$ cat src/eee_defs.svh
// Purpose: Offsets, field positions, reset values and timing figures
// Assumes: Included by every design file of the idle block but the package
// Notes:   Times are in microseconds; cycle counts are derived in code
`ifndef EEE_DEFS_SVH
`define EEE_DEFS_SVH
// Standard register addresses
`define EEE_REG_BASIC_CTL  5'h00
`define EEE_REG_ACC_CTL    5'h0d
`define EEE_REG_ACC_DATA   5'h0e
// Indirect device and register addresses
`define EEE_MMD_DEV_IDLE   5'h07
`define EEE_MMD_ADV        16'h003c
`define EEE_MMD_LP_ADV     16'h003d
// Basic control fields
`define EEE_BC_SRST        15
`define EEE_BC_RESTART_AN  9
`define EEE_BC_RW_MASK     16'h7d80
`define EEE_BC_RESET       16'h3100
// Indirect access control fields
`define EEE_ACC_FUNC_HI    15
`define EEE_ACC_FUNC_LO    14
`define EEE_ACC_DEV_MASK   16'hc01f
// Advertisement bit for 100 Mbps idle
`define EEE_ADV_100_BIT    1
// Timing figures
`define EEE_MCLK_MHZ       10
`define EEE_REFRESH_US     200
`define EEE_PERIOD_US      20000
`define EEE_WAKE_US        30
`define EEE_RXC_STOP_EDGES 9
`define EEE_PREAMBLE_BITS  32
// Transmit idle request nibble
`define EEE_LPI_NIBBLE     4'h1
`endif

$ cat src/eee_pkg.sv
// Purpose: Shared types of the low power idle block
// Assumes: Constants live in eee_defs.svh
// Notes:   One-hot codes are written out for the serial slave
package eee_pkg;
  typedef enum logic [4:0] {
    MS_IDLE = 5'h01,
    MS_HDR  = 5'h02,
    MS_TA   = 5'h04,
    MS_RDAT = 5'h08,
    MS_WDAT = 5'h10
  } eee_mdio_st_t;
  typedef enum logic [1:0] {
    ACC_ADDR    = 2'h0,
    ACC_DATA    = 2'h1,
    ACC_INC_RW  = 2'h2,
    ACC_INC_WR  = 2'h3
  } eee_acc_fn_t;
endpackage

$ cat src/eee_lpi_ctrl.sv
// Purpose: Low power idle control at the MII of a 10/100 transceiver
// Assumes: mclk 10 MHz; MAC and line inputs are asynchronous pins
// Notes:   MII clocks are mclk/2, made here and driven to the MAC
`timescale 1ns/1ps
`default_nettype none
`include "eee_defs.svh"
module eee_lpi_ctrl #(
  parameter logic [4:0] PHY_ADDR    = 5'h01,
  parameter int         MCLK_MHZ    = `EEE_MCLK_MHZ,
  parameter int         PERIOD_CYC  = `EEE_PERIOD_US * `EEE_MCLK_MHZ,
  parameter int         REFRESH_CYC = `EEE_REFRESH_US * `EEE_MCLK_MHZ
) (
  input  wire logic        mclk,
  input  wire logic        rst,
  input  wire logic        mdc,
  input  wire logic        mdio_i,
  output logic             mdio_o,
  output logic             mdio_oe_n,
  output logic             mii_txc,
  input  wire logic        mii_txen,
  input  wire logic        mii_txer,
  input  wire logic [3:0]  mii_txd,
  output logic             mii_rxc,
  output logic             mii_rxdv,
  output logic             mii_rxer,
  output logic [3:0]       mii_rxd,
  input  wire logic [3:0]  line_rxd,
  input  wire logic        line_rx_dv,
  input  wire logic        line_rx_er,
  input  wire logic        line_rx_pcode,
  input  wire logic        link_up,
  input  wire logic        link_100,
  input  wire logic        an_done,
  input  wire logic [15:0] an_lp_idle_adv,
  output logic [3:0]       line_txd,
  output logic             line_tx_en,
  output logic             line_tx_lpi,
  output logic             line_refresh,
  output logic             line_quiet,
  output logic             link_status,
  output logic             an_restart,
  output logic             adv_idle_100
);
  localparam int WAKE_CYC = `EEE_WAKE_US * MCLK_MHZ;
  localparam int WAKE_LAT = 4; // Two sync flops, state flop, output flop

  initial begin
    if (WAKE_LAT >= WAKE_CYC) $error("clock too slow for wake time");
    if (PHY_ADDR == 5'h00) $error("address zero is broadcast");
  end

  // Pin synchronisers; the first stage is read only by the second
  logic [31:0] pin_a_q, pin_s_q;
  logic        mii_tx_en_s, mii_tx_er_s, rx_dv_s, rx_er_s, pcode_s;
  logic        link_up_s, link_100_s, an_done_s, an_done_p_q;
  logic [3:0]  txd_s, rxd_s;
  logic [15:0] lp_adv_s;
  always_ff @(posedge mclk or posedge rst) begin
    if (rst) begin
      pin_a_q <= 32'h0000_0000;
      pin_s_q <= 32'h0000_0000;
    end else begin
      pin_a_q <= {mii_txen, mii_txer, mii_txd, line_rxd, line_rx_dv,
                  line_rx_er, line_rx_pcode, link_up, link_100, an_done,
                  an_lp_idle_adv};
      pin_s_q <= pin_a_q;
    end
  end
  assign {mii_tx_en_s, mii_tx_er_s, txd_s, rxd_s, rx_dv_s, rx_er_s,
          pcode_s, link_up_s, link_100_s, an_done_s, lp_adv_s} = pin_s_q;

  // Management frames
  logic        wr_stb, rd_stb;
  logic [4:0]  reg_addr;
  logic [15:0] wr_data, rd_data;
  eee_mdio_slave #(
    .PHY_ADDR (PHY_ADDR)
  ) u_mdio (
    .mclk      (mclk),
    .rst       (rst),
    .mdc       (mdc),
    .mdio_i    (mdio_i),
    .mdio_o    (mdio_o),
    .mdio_oe_n (mdio_oe_n),
    .wr_stb    (wr_stb),
    .rd_stb    (rd_stb),
    .reg_addr  (reg_addr),
    .wr_data   (wr_data),
    .rd_data   (rd_data)
  );

  // Register state
  logic [15:0] bc_q, bc_d, acc_q, acc_d, mmd_ad_q, mmd_ad_d;
  logic        adv_q, adv_d, lp_q, lp_d, srst_q, srst_d, anr_q, anr_d;
  logic        mmd_hit_adv, mmd_hit_lp, acc_data, inc_rd, inc_wr;
  eee_pkg::eee_acc_fn_t acc_fn;

  assign acc_fn      = eee_pkg::eee_acc_fn_t'(acc_q[`EEE_ACC_FUNC_HI:`EEE_ACC_FUNC_LO]);
  assign acc_data    = (acc_fn != eee_pkg::ACC_ADDR);
  assign mmd_hit_adv = (acc_q[4:0] == `EEE_MMD_DEV_IDLE) && (mmd_ad_q == `EEE_MMD_ADV);
  assign mmd_hit_lp  = (acc_q[4:0] == `EEE_MMD_DEV_IDLE) && (mmd_ad_q == `EEE_MMD_LP_ADV);
  assign inc_rd      = (acc_fn == eee_pkg::ACC_INC_RW);
  assign inc_wr      = inc_rd || (acc_fn == eee_pkg::ACC_INC_WR);

  // Register writes, self-clearing bits and partner capture
  always_comb begin
    bc_d = bc_q; acc_d = acc_q; mmd_ad_d = mmd_ad_q;
    adv_d = adv_q; lp_d = lp_q; srst_d = 1'b0; anr_d = 1'b0;
    // Capture on negotiation done; a lost link forgets the partner
    if (!link_up_s) lp_d = 1'b0;
    else if (an_done_s && !an_done_p_q) lp_d = lp_adv_s[`EEE_ADV_100_BIT];
    if (wr_stb) begin
      unique case (reg_addr)
        `EEE_REG_BASIC_CTL: begin
          bc_d   = wr_data & `EEE_BC_RW_MASK;
          srst_d = wr_data[`EEE_BC_SRST];
          anr_d  = wr_data[`EEE_BC_RESTART_AN];
        end
        `EEE_REG_ACC_CTL:  acc_d = wr_data & `EEE_ACC_DEV_MASK;
        `EEE_REG_ACC_DATA: begin
          if (!acc_data) begin
            mmd_ad_d = wr_data;
          end else begin
            if (mmd_hit_adv) adv_d = wr_data[`EEE_ADV_100_BIT];
            if (inc_wr) mmd_ad_d = mmd_ad_q + 16'h0001;
          end
        end
        default: ;
      endcase
    end
    if (rd_stb && reg_addr == `EEE_REG_ACC_DATA && acc_data && inc_rd)
      mmd_ad_d = mmd_ad_q + 16'h0001;
    // Soft reset puts the idle function back to off
    if (srst_q) begin
      bc_d = `EEE_BC_RESET; acc_d = 16'h0000; mmd_ad_d = 16'h0000;
      adv_d = 1'b0;
    end
  end

  always_ff @(posedge mclk or posedge rst) begin
    if (rst) begin
      bc_q <= `EEE_BC_RESET; acc_q <= 16'h0000; mmd_ad_q <= 16'h0000;
      adv_q <= 1'b0;
      lp_q <= 1'b0; srst_q <= 1'b0; anr_q <= 1'b0; an_done_p_q <= 1'b0;
    end else begin
      bc_q <= bc_d; acc_q <= acc_d; mmd_ad_q <= mmd_ad_d;
      adv_q <= adv_d; lp_q <= lp_d; srst_q <= srst_d; anr_q <= anr_d;
      an_done_p_q <= an_done_s;
    end
  end

  // Read mux; self-clearing bits always read zero
  always_comb begin
    rd_data = 16'h0000;
    unique case (reg_addr)
      `EEE_REG_BASIC_CTL: rd_data = bc_q;
      `EEE_REG_ACC_CTL:   rd_data = acc_q;
      `EEE_REG_ACC_DATA: begin
        if (!acc_data) rd_data = mmd_ad_q;
        else if (mmd_hit_adv) rd_data[`EEE_ADV_100_BIT] = adv_q;
        else if (mmd_hit_lp) rd_data[`EEE_ADV_100_BIT] = lp_q;
      end
      default: rd_data = 16'h0000;
    endcase
  end

  // Idle permitted only on a 100 Mbps link that both ends agreed on
  logic lpi_ok;
  assign lpi_ok = adv_q && lp_q && link_up_s && link_100_s && !bc_q[11];

  // Idle path state and MII clocks
  logic       div_q, div_d, tx_lpi_q, tx_lpi_d, rx_lpi_q, rx_lpi_d;
  logic       rx_stop_q, rx_stop_d, rxc_q, rxc_d;
  logic [3:0] rx_edges_q, rx_edges_d;
  always_comb begin
    div_d = ~div_q;
    // Entry needs the full request; staying needs enable and data only
    if (!tx_lpi_q)
      tx_lpi_d = lpi_ok && !mii_tx_en_s && mii_tx_er_s
                 && txd_s == `EEE_LPI_NIBBLE;
    else
      tx_lpi_d = lpi_ok && !mii_tx_en_s && txd_s == `EEE_LPI_NIBBLE;
    // Separate from the transmit path by construction
    rx_lpi_d = lpi_ok && pcode_s;
    rx_edges_d = rx_edges_q;
    rx_stop_d  = rx_stop_q;
    if (!rx_lpi_q) begin
      rx_edges_d = 4'h0;
      rx_stop_d  = 1'b0;
    end else if (!rx_stop_q) begin
      if (!div_q && rx_edges_q != 4'(`EEE_RXC_STOP_EDGES))
        rx_edges_d = rx_edges_q + 4'h1;
      // Stop only while the clock is about to go low: no runt pulse
      if (div_q && rx_edges_q == 4'(`EEE_RXC_STOP_EDGES))
        rx_stop_d = 1'b1;
    end
    rxc_d = rx_stop_d ? 1'b0 : div_d;
  end

  always_ff @(posedge mclk or posedge rst) begin
    if (rst) begin
      div_q <= 1'b0; tx_lpi_q <= 1'b0; rx_lpi_q <= 1'b0;
      rx_stop_q <= 1'b0; rxc_q <= 1'b0; rx_edges_q <= 4'h0;
    end else begin
      div_q <= div_d; tx_lpi_q <= tx_lpi_d; rx_lpi_q <= rx_lpi_d;
      rx_stop_q <= rx_stop_d; rxc_q <= rxc_d; rx_edges_q <= rx_edges_d;
    end
  end
  assign mii_txc = div_q;
  assign mii_rxc = rxc_q;

  // Line side refresh and quiet sequencing
  logic refresh, quiet;
  eee_refresh_timer #(
    .REFRESH_CYC (REFRESH_CYC),
    .PERIOD_CYC  (PERIOD_CYC)
  ) u_refresh (
    .mclk    (mclk),
    .rst     (rst),
    .active  (tx_lpi_q),
    .refresh (refresh),
    .quiet   (quiet)
  );

  // Registered MII and line outputs, changed at the falling clock edge
  logic [3:0] rxd_q, rxd_d, ltxd_q, ltxd_d;
  logic       rxdv_q, rxdv_d, rxer_q, rxer_d, lten_q, lten_d;
  always_comb begin
    rxd_q_hold: begin
      rxd_d = rxd_q; rxdv_d = rxdv_q; rxer_d = rxer_q;
      ltxd_d = ltxd_q; lten_d = lten_q;
    end
    if (div_q) begin
      if (rx_lpi_q) begin
        rxdv_d = 1'b0; rxer_d = 1'b1; rxd_d = `EEE_LPI_NIBBLE;
      end else begin
        rxdv_d = rx_dv_s; rxer_d = rx_er_s; rxd_d = rxd_s;
      end
      // Frames pass straight through once tx_lpi_q drops; the error bit dropping alone does not end it
      ltxd_d = tx_lpi_q ? 4'h0 : txd_s;
      lten_d = tx_lpi_q ? 1'b0 : mii_tx_en_s;
    end
  end

  always_ff @(posedge mclk or posedge rst) begin
    if (rst) begin
      rxd_q <= 4'h0; rxdv_q <= 1'b0; rxer_q <= 1'b0;
      ltxd_q <= 4'h0; lten_q <= 1'b0;
    end else begin
      rxd_q <= rxd_d; rxdv_q <= rxdv_d; rxer_q <= rxer_d;
      ltxd_q <= ltxd_d; lten_q <= lten_d;
    end
  end

  assign mii_rxd      = rxd_q;
  assign mii_rxdv     = rxdv_q;
  assign mii_rxer     = rxer_q;
  assign line_txd     = ltxd_q;
  assign line_tx_en   = lten_q;
  assign line_tx_lpi  = tx_lpi_q;
  assign line_refresh = refresh;
  assign line_quiet   = quiet;
  assign link_status  = link_up_s;
  assign an_restart   = anr_q;
  assign adv_idle_100 = adv_q;
endmodule
`default_nettype wire

$ cat src/eee_mdio_slave.sv
// Purpose: Serial management slave, one register access per frame
// Assumes: mdc slower than mclk/4; both pins synchronised here
// Notes:   Output changes after the mclk that sees an mdc rise
`timescale 1ns/1ps
`default_nettype none
`include "eee_defs.svh"
module eee_mdio_slave #(
  parameter logic [4:0] PHY_ADDR = 5'h01
) (
  input  wire logic        mclk,
  input  wire logic        rst,
  input  wire logic        mdc,
  input  wire logic        mdio_i,
  output logic             mdio_o,
  output logic             mdio_oe_n,
  output logic             wr_stb,
  output logic             rd_stb,
  output logic [4:0]       reg_addr,
  output logic [15:0]      wr_data,
  input  wire logic [15:0] rd_data
);
  logic [2:0] mdc_s_q;
  logic [1:0] dio_s_q;
  eee_pkg::eee_mdio_st_t st_q, st_d;
  logic [5:0] ones_q, ones_d;
  logic [3:0] cnt_q, cnt_d;
  logic [15:0] sh_q, sh_d, wd_q, wd_d;
  logic rd_q, rd_d, o_q, o_d, oen_q, oen_d, ws_q, ws_d, rs_q, rs_d;
  logic [4:0] ad_q, ad_d;
  logic rise, bit_in;
  logic [13:0] hdr;

  // Two flops per pin; third mdc flop only feeds the edge detector
  always_ff @(posedge mclk or posedge rst) begin
    if (rst) begin
      mdc_s_q <= 3'h7; // Idle-high clock: no false rise after reset
      dio_s_q <= 2'h3;
    end else begin
      mdc_s_q <= {mdc_s_q[1:0], mdc};
      dio_s_q <= {dio_s_q[0], mdio_i};
    end
  end
  assign rise   = mdc_s_q[1] & ~mdc_s_q[2];
  assign bit_in = dio_s_q[1];
  assign hdr    = {sh_q[12:0], bit_in};

  // Frame decoder: preamble, header, turnaround, data
  always_comb begin
    st_d = st_q; ones_d = ones_q; cnt_d = cnt_q; sh_d = sh_q;
    wd_d = wd_q; rd_d = rd_q; o_d = o_q; oen_d = oen_q;
    ad_d = ad_q; ws_d = 1'b0; rs_d = 1'b0;
    if (rise) begin
      unique case (st_q)
        eee_pkg::MS_IDLE: begin
          if (bit_in) begin
            ones_d = ones_q[5] ? ones_q : ones_q + 6'h01;
          end else if (ones_q >= 6'(`EEE_PREAMBLE_BITS)) begin
            st_d = eee_pkg::MS_HDR; cnt_d = 4'h1; sh_d = 16'h0000;
          end else begin
            ones_d = 6'h00;
          end
        end
        eee_pkg::MS_HDR: begin
          sh_d = {sh_q[14:0], bit_in}; cnt_d = cnt_q + 4'h1;
          if (cnt_q == 4'hd) begin
            ones_d = 6'h00; cnt_d = 4'h0; ad_d = hdr[4:0];
            // Wrong start, opcode or address: sit out until preamble
            if (hdr[13:12] == 2'h1 && hdr[9:5] == PHY_ADDR &&
                (hdr[11:10] == 2'h2 || hdr[11:10] == 2'h1)) begin
              st_d = eee_pkg::MS_TA; rd_d = hdr[11];
            end else begin
              st_d = eee_pkg::MS_IDLE;
            end
          end
        end
        eee_pkg::MS_TA: begin
          cnt_d = cnt_q + 4'h1;
          if (rd_q && cnt_q == 4'h0) begin
            rs_d = 1'b1; o_d = 1'b0; oen_d = 1'b0;
          end else if (cnt_q != 4'h0) begin
            cnt_d = 4'h0;
            if (rd_q) begin
              st_d = eee_pkg::MS_RDAT;
              o_d = wd_q[15]; wd_d = {wd_q[14:0], 1'b0};
            end else begin
              st_d = eee_pkg::MS_WDAT;
            end
          end
        end
        eee_pkg::MS_RDAT: begin
          cnt_d = cnt_q + 4'h1;
          o_d = wd_q[15]; wd_d = {wd_q[14:0], 1'b0};
          if (cnt_q == 4'hf) begin
            oen_d = 1'b1; o_d = 1'b1; st_d = eee_pkg::MS_IDLE;
          end
        end
        eee_pkg::MS_WDAT: begin
          sh_d = {sh_q[14:0], bit_in}; cnt_d = cnt_q + 4'h1;
          if (cnt_q == 4'hf) begin
            wd_d = {sh_q[14:0], bit_in}; ws_d = 1'b1;
            st_d = eee_pkg::MS_IDLE;
          end
        end
        default: st_d = eee_pkg::MS_IDLE;
      endcase
    end
    // Read data taken one mclk after the strobe, once the mux settles
    if (rs_q) wd_d = rd_data;
  end

  always_ff @(posedge mclk or posedge rst) begin
    if (rst) begin
      st_q <= eee_pkg::MS_IDLE; ones_q <= 6'h00; cnt_q <= 4'h0;
      sh_q <= 16'h0000; wd_q <= 16'h0000; rd_q <= 1'b0;
      o_q <= 1'b1; oen_q <= 1'b1; ad_q <= 5'h00;
      ws_q <= 1'b0; rs_q <= 1'b0;
    end else begin
      st_q <= st_d; ones_q <= ones_d; cnt_q <= cnt_d;
      sh_q <= sh_d; wd_q <= wd_d; rd_q <= rd_d;
      o_q <= o_d; oen_q <= oen_d; ad_q <= ad_d;
      ws_q <= ws_d; rs_q <= rs_d;
    end
  end
  assign mdio_o    = o_q;
  assign mdio_oe_n = oen_q;
  assign wr_stb    = ws_q;
  assign rd_stb    = rs_q;
  assign reg_addr  = ad_q;
  assign wr_data   = wd_q;
endmodule
`default_nettype wire

$ cat src/eee_refresh_timer.sv
// Purpose: Refresh burst and quiet period sequencer for transmit idle
// Assumes: active is a clean level from the idle state machine
// Notes:   Burst comes first so the partner sees a refresh on entry
`timescale 1ns/1ps
`default_nettype none
`include "eee_defs.svh"
module eee_refresh_timer #(
  parameter int REFRESH_CYC = 2000,
  parameter int PERIOD_CYC  = 200000
) (
  input  wire logic mclk,
  input  wire logic rst,
  input  wire logic active,
  output logic      refresh,
  output logic      quiet
);
  localparam int CW = $clog2(PERIOD_CYC);
  logic [CW-1:0] cnt_q, cnt_d;
  logic ref_q, ref_d, qt_q, qt_d;

  initial begin
    if (REFRESH_CYC < 1 || REFRESH_CYC >= PERIOD_CYC)
      $error("refresh burst must be shorter than its period");
  end

  // Free count while active; dropped the moment traffic returns
  always_comb begin
    cnt_d = cnt_q; ref_d = 1'b0; qt_d = 1'b0;
    if (active) begin
      cnt_d = (cnt_q == CW'(PERIOD_CYC - 1)) ? '0 : cnt_q + 1'b1;
      ref_d = (cnt_q < CW'(REFRESH_CYC));
      qt_d  = ~ref_d;
    end else begin
      cnt_d = '0;
    end
  end

  always_ff @(posedge mclk or posedge rst) begin
    if (rst) begin
      cnt_q <= '0; ref_q <= 1'b0; qt_q <= 1'b0;
    end else begin
      cnt_q <= cnt_d; ref_q <= ref_d; qt_q <= qt_d;
    end
  end
  assign refresh = ref_q;
  assign quiet   = qt_q;
endmodule
`default_nettype wire

$ cat config.mk
export PLATFORM = sky130hd
export DESIGN_NAME = eee_lpi_ctrl
export DESIGN_NICKNAME = d
export VERILOG_FILES = /design/src/eee_pkg.sv /design/src/eee_lpi_ctrl.sv /design/src/eee_mdio_slave.sv /design/src/eee_refresh_timer.sv
export VERILOG_INCLUDE_DIRS = /design/src
export SDC_FILE = /design/constraint.sdc
export NUM_CORES = 1
export LEC_CHECK = 0
export ABC_CLOCK_PERIOD_IN_PS = 3700
export BUFFER_PORTS_ARGS = -buffer_cell sky130_fd_sc_hd__buf_2
export CORE_MARGIN = 2
export CORE_UTILIZATION = 30
export CTS_CLUSTER_DIAMETER = 40
export CTS_CLUSTER_SIZE = 25
export DETAILED_ROUTE_END_ITERATION = 6
export GPL_TIMING_DRIVEN = 0
export PLACE_DENSITY_LB_ADDON = 0.1
export SLEW_MARGIN = 20
export SYNTH_ARGS = -nofsm -noshare
export SYNTH_HDL_FRONTEND = slang
export SYNTH_HIERARCHICAL = 1
export SYNTH_SLANG_ARGS = --single-unit
$ cat constraint.sdc
create_clock -name mclk -period 3.7 [get_ports mclk]
set_input_delay 0.74 -clock mclk [delete_from_list [all_inputs] [get_ports mclk]]
set_output_delay 0.74 -clock mclk [all_outputs]
set_load 0.03 [all_outputs]
==> summary.txt <==
syn_area_per_cell: 10.8 sq um
Core Region: 27,900 sq um
Leakage: 4.01 nW
Critical Path End Type: flip-flop
critical path's slowest cell: dfstp_2
leading post-synthesis cells by cell area: dfrtp_1 (47%), a22o_1 (3.6%), dfstp_2 (3.4%), nand3_1 (2.6%), nor2_1 (2.2%)
TritonCTS Sinks: 170
status: completed
GP Congestion: 0.805
Max Fclk: 416 MHz
std cell rows: 61
Root Driver: clkbuf_16
TritonCTS clock tree: yes
clk_lat worst skew: 0.43 ns
crit path DAT: 2.74 ns
share of post-route cells with drive strength above 1: 20.0%
Final Critical Period: 2.40 ns
antenna violations before repair: 0
Seq. cell area: 4270 sq um
grt ovf: 0
Nets: 901
Crit path largest cell delay: 0.52 ns
crit share post-route: 64.9%
Tot GR Track Use: 16.7%
Iter 0 DRT Violations: 453
ys async rst share: 100%
Seq pwr share: 45.3%
RSZ-0062 raised after global routing: false
CTS Hold Buffers Added: 0
cell taking the most area after synthesis: dfrtp_1
Worst Path Required: 4.04 ns
Max VDD drop: 383 uV
Vias/cell: 5.24
Pwr Total: 0.00451 W
Die Wd: 173 um
die height: 173 um
Clock power frac: 39.7%
top_reg_cell synth: dfrtp_1
die area: 29,800 sq um
Max Root-Sink Buffers: 2
Post-Syn Area: 8530 sq um
drt pass-1 iters: 5
worst slew pin tran: 0.785 ns
min-delay worst type: input pin to async pin
largest net degree at the start of global routing: 48
PortBufs: 41
Reg clk slew, reported paths: 0.07 ns
Top-Level Pins: 57
P&R area growth vs syn: 15.4%
routed vias: 6,523
Inserted Clock Buffers: 17
final slew viol count: 0
Buf/Inv on CP: 3
yosys warns: 6
post-CTS sizing: 0
cell mode on critical path: clkbuf_1
final WL: 24,300 um
DRT antenna net count: 0
CP max FO: 10
pwr/cell area: 458 nW/um^2
CP Launch Type: flip-flop
EDFF count, synth: 0
# DRC: 0
switch share: 28.9%
total negative slack: 0 ns
post-synth net total: 839
Worst Skew: 0.0100 ns
Final Setup Violations: 0
filler cell count: 2,829
Post-CTS Setup Inserts: 0
vias in the first global route: 6,526
HPWL after DPL: 17,300 um
WS Path Type: flip-flop to flip-flop
Distinct cells, synth: 85
H-tree Lvls: 4
Max transition margin: 47.6%
global-route wire length before repair: 38,900 um
Hold Fails Final Rpt: 0
Syn Inst Count: 792
worst-path cell chain: nand2b_1 -> clkbuf_1 -> clkbuf_1 -> clkbuf_1 -> o21ai_0 -> o211ai_1
total internal power: 0.00320 W
Maximum Capacitance Violations: 0
Multi-input gate area: 3950 sq um
Yosys top cell area share: 46.6%
Antenna Cells: 0
sequential fraction of the synthesis area: 50.0%
sw power: 0.00130 W
Logic pwr share: 15.0%
Top delay family on crit path: buffers and inverters
starting density of the core: 30.6%
Routed wire per std cell: 19.5 um
flops & latches, synth: 170
## state kept, by name, indices dropped and copies added, names as in the netlist, 6 cells and up
signal / cells
acc_q: 7
bc_q: 7
mmd_ad_q: 16
pin_a_q: 17
pin_s_q: 17
u_mdio/ones_q: 6
u_mdio/sh_q: 15
u_mdio/wr_data: 16
u_refresh/cnt_q: 18
## layout make-up
cell class                 count  share of cell area [%]
sequential                   170                    43.4
multi-input combinational    551                    40.1
tap                          378                    4.80
clock buffer                  19                    4.40
timing repair buffer          43                    2.57
buffer                        45                    2.24
clock inverter                13                    1.46
inverter                      26                    1.07
## synthesized netlist by cell type, types with 13 or more instances
| cell | instances |
|---|---|
| o211ai_1 | 16 |
| nor2b_1 | 23 |
| xnor2_1 | 16 |
| and2_1 | 13 |
| nor2_1 | 51 |
| buf_2 | 14 |
| inv_1 | 26 |
| dfrtp_1 | 159 |
| a22o_1 | 35 |
| o21ai_0 | 29 |
| nand3_1 | 44 |
| o2bb2ai_1 | 14 |
| a21oi_1 | 27 |
| and3_1 | 13 |
| clkbuf_1 | 23 |
| nand2_1 | 45 |
## metrics by stage
stage          worst slack [ns]  instances  util, %  area (sq um)  hold slack (ns)
2_1_floorplan             0.658        792        -          8530            0.331
3_3_place_gp             -0.714       1211     33.1          9210            0.332
3_5_place_dp               1.28       1213     33.3          9270            0.335
4_1_cts                    1.26       1245     35.3          9840            0.350
5_1_grt                    1.07       1245     35.3          9840            0.346
6_report                   1.30       1245     35.3          9840            0.341
## worst paths after layout
kind	end	startpoint	slack [ns]	cells past startpoint
max	u_mdio/wr_data[9]	u_mdio/mdc_s_q[2]	1.30	6
min	u_mdio/st_q[2]	rst	0.34	2
max reg2reg	u_mdio/wr_data[9]	u_mdio/mdc_s_q[2]	1.30	6
min reg2reg	pin_s_q[25]	pin_a_q[25]	0.35	0
max in group asynchronous	u_refresh/cnt_q[1]	rst	2.67	2
min in group mclk	pin_s_q[25]	pin_a_q[25]	0.35	0
## layer usage
metal	vias up	share of wire, %	GRT usage, %
met5	-	0	0
met4	0	1.7	5.16
met3	27	4.3	2.97
met2	142	45	25.6
met1	3282	49	24.2
li1	3072	-	-
## power by group through the flow
stage / Sequential [W] / Clock [W] / Combinational (W)
floorplan: 0.00206 / 0 / 0.000494
global placement: 0.00208 / 0 / 0.000669
detailed placement: 0.00208 / 0 / 0.000676
CTS: 0.00204 / 0.00185 / 0.000679
global route: 0.00206 / 0.00193 / 0.000748
finish: 0.00204 / 0.00179 / 0.000674
## layout by cell type (no fill, tap or decap), types with 14 or more instances in the layout
cell type    n
dfrtp_1    159
buf_2       55
nor2_1      51
nand2_1     45
nand3_1     44
a22o_1      35
o21ai_0     29
a21oi_1     27
clkbuf_1    25
inv_1       24
nor2b_1     23
clkbuf_16   17
xnor2_1     16
o211ai_1    16
o2bb2ai_1   14
## cell families after synthesis
kind of cell             count (synthesis)  share of synthesized area, %
AND/OR/NAND/NOR                        275                          18.7
AO/OA/AOI/OAI                          224                          21.3
flip-flops                             170                          50.0
buffers and inverters                   71                          3.72
XOR/XNOR                                22                          2.26
multiplexers                            19                          2.38
adder cells (fa/ha/maj)                 11                          1.61
No activity file was read; power rests on OpenSTA's default activity.
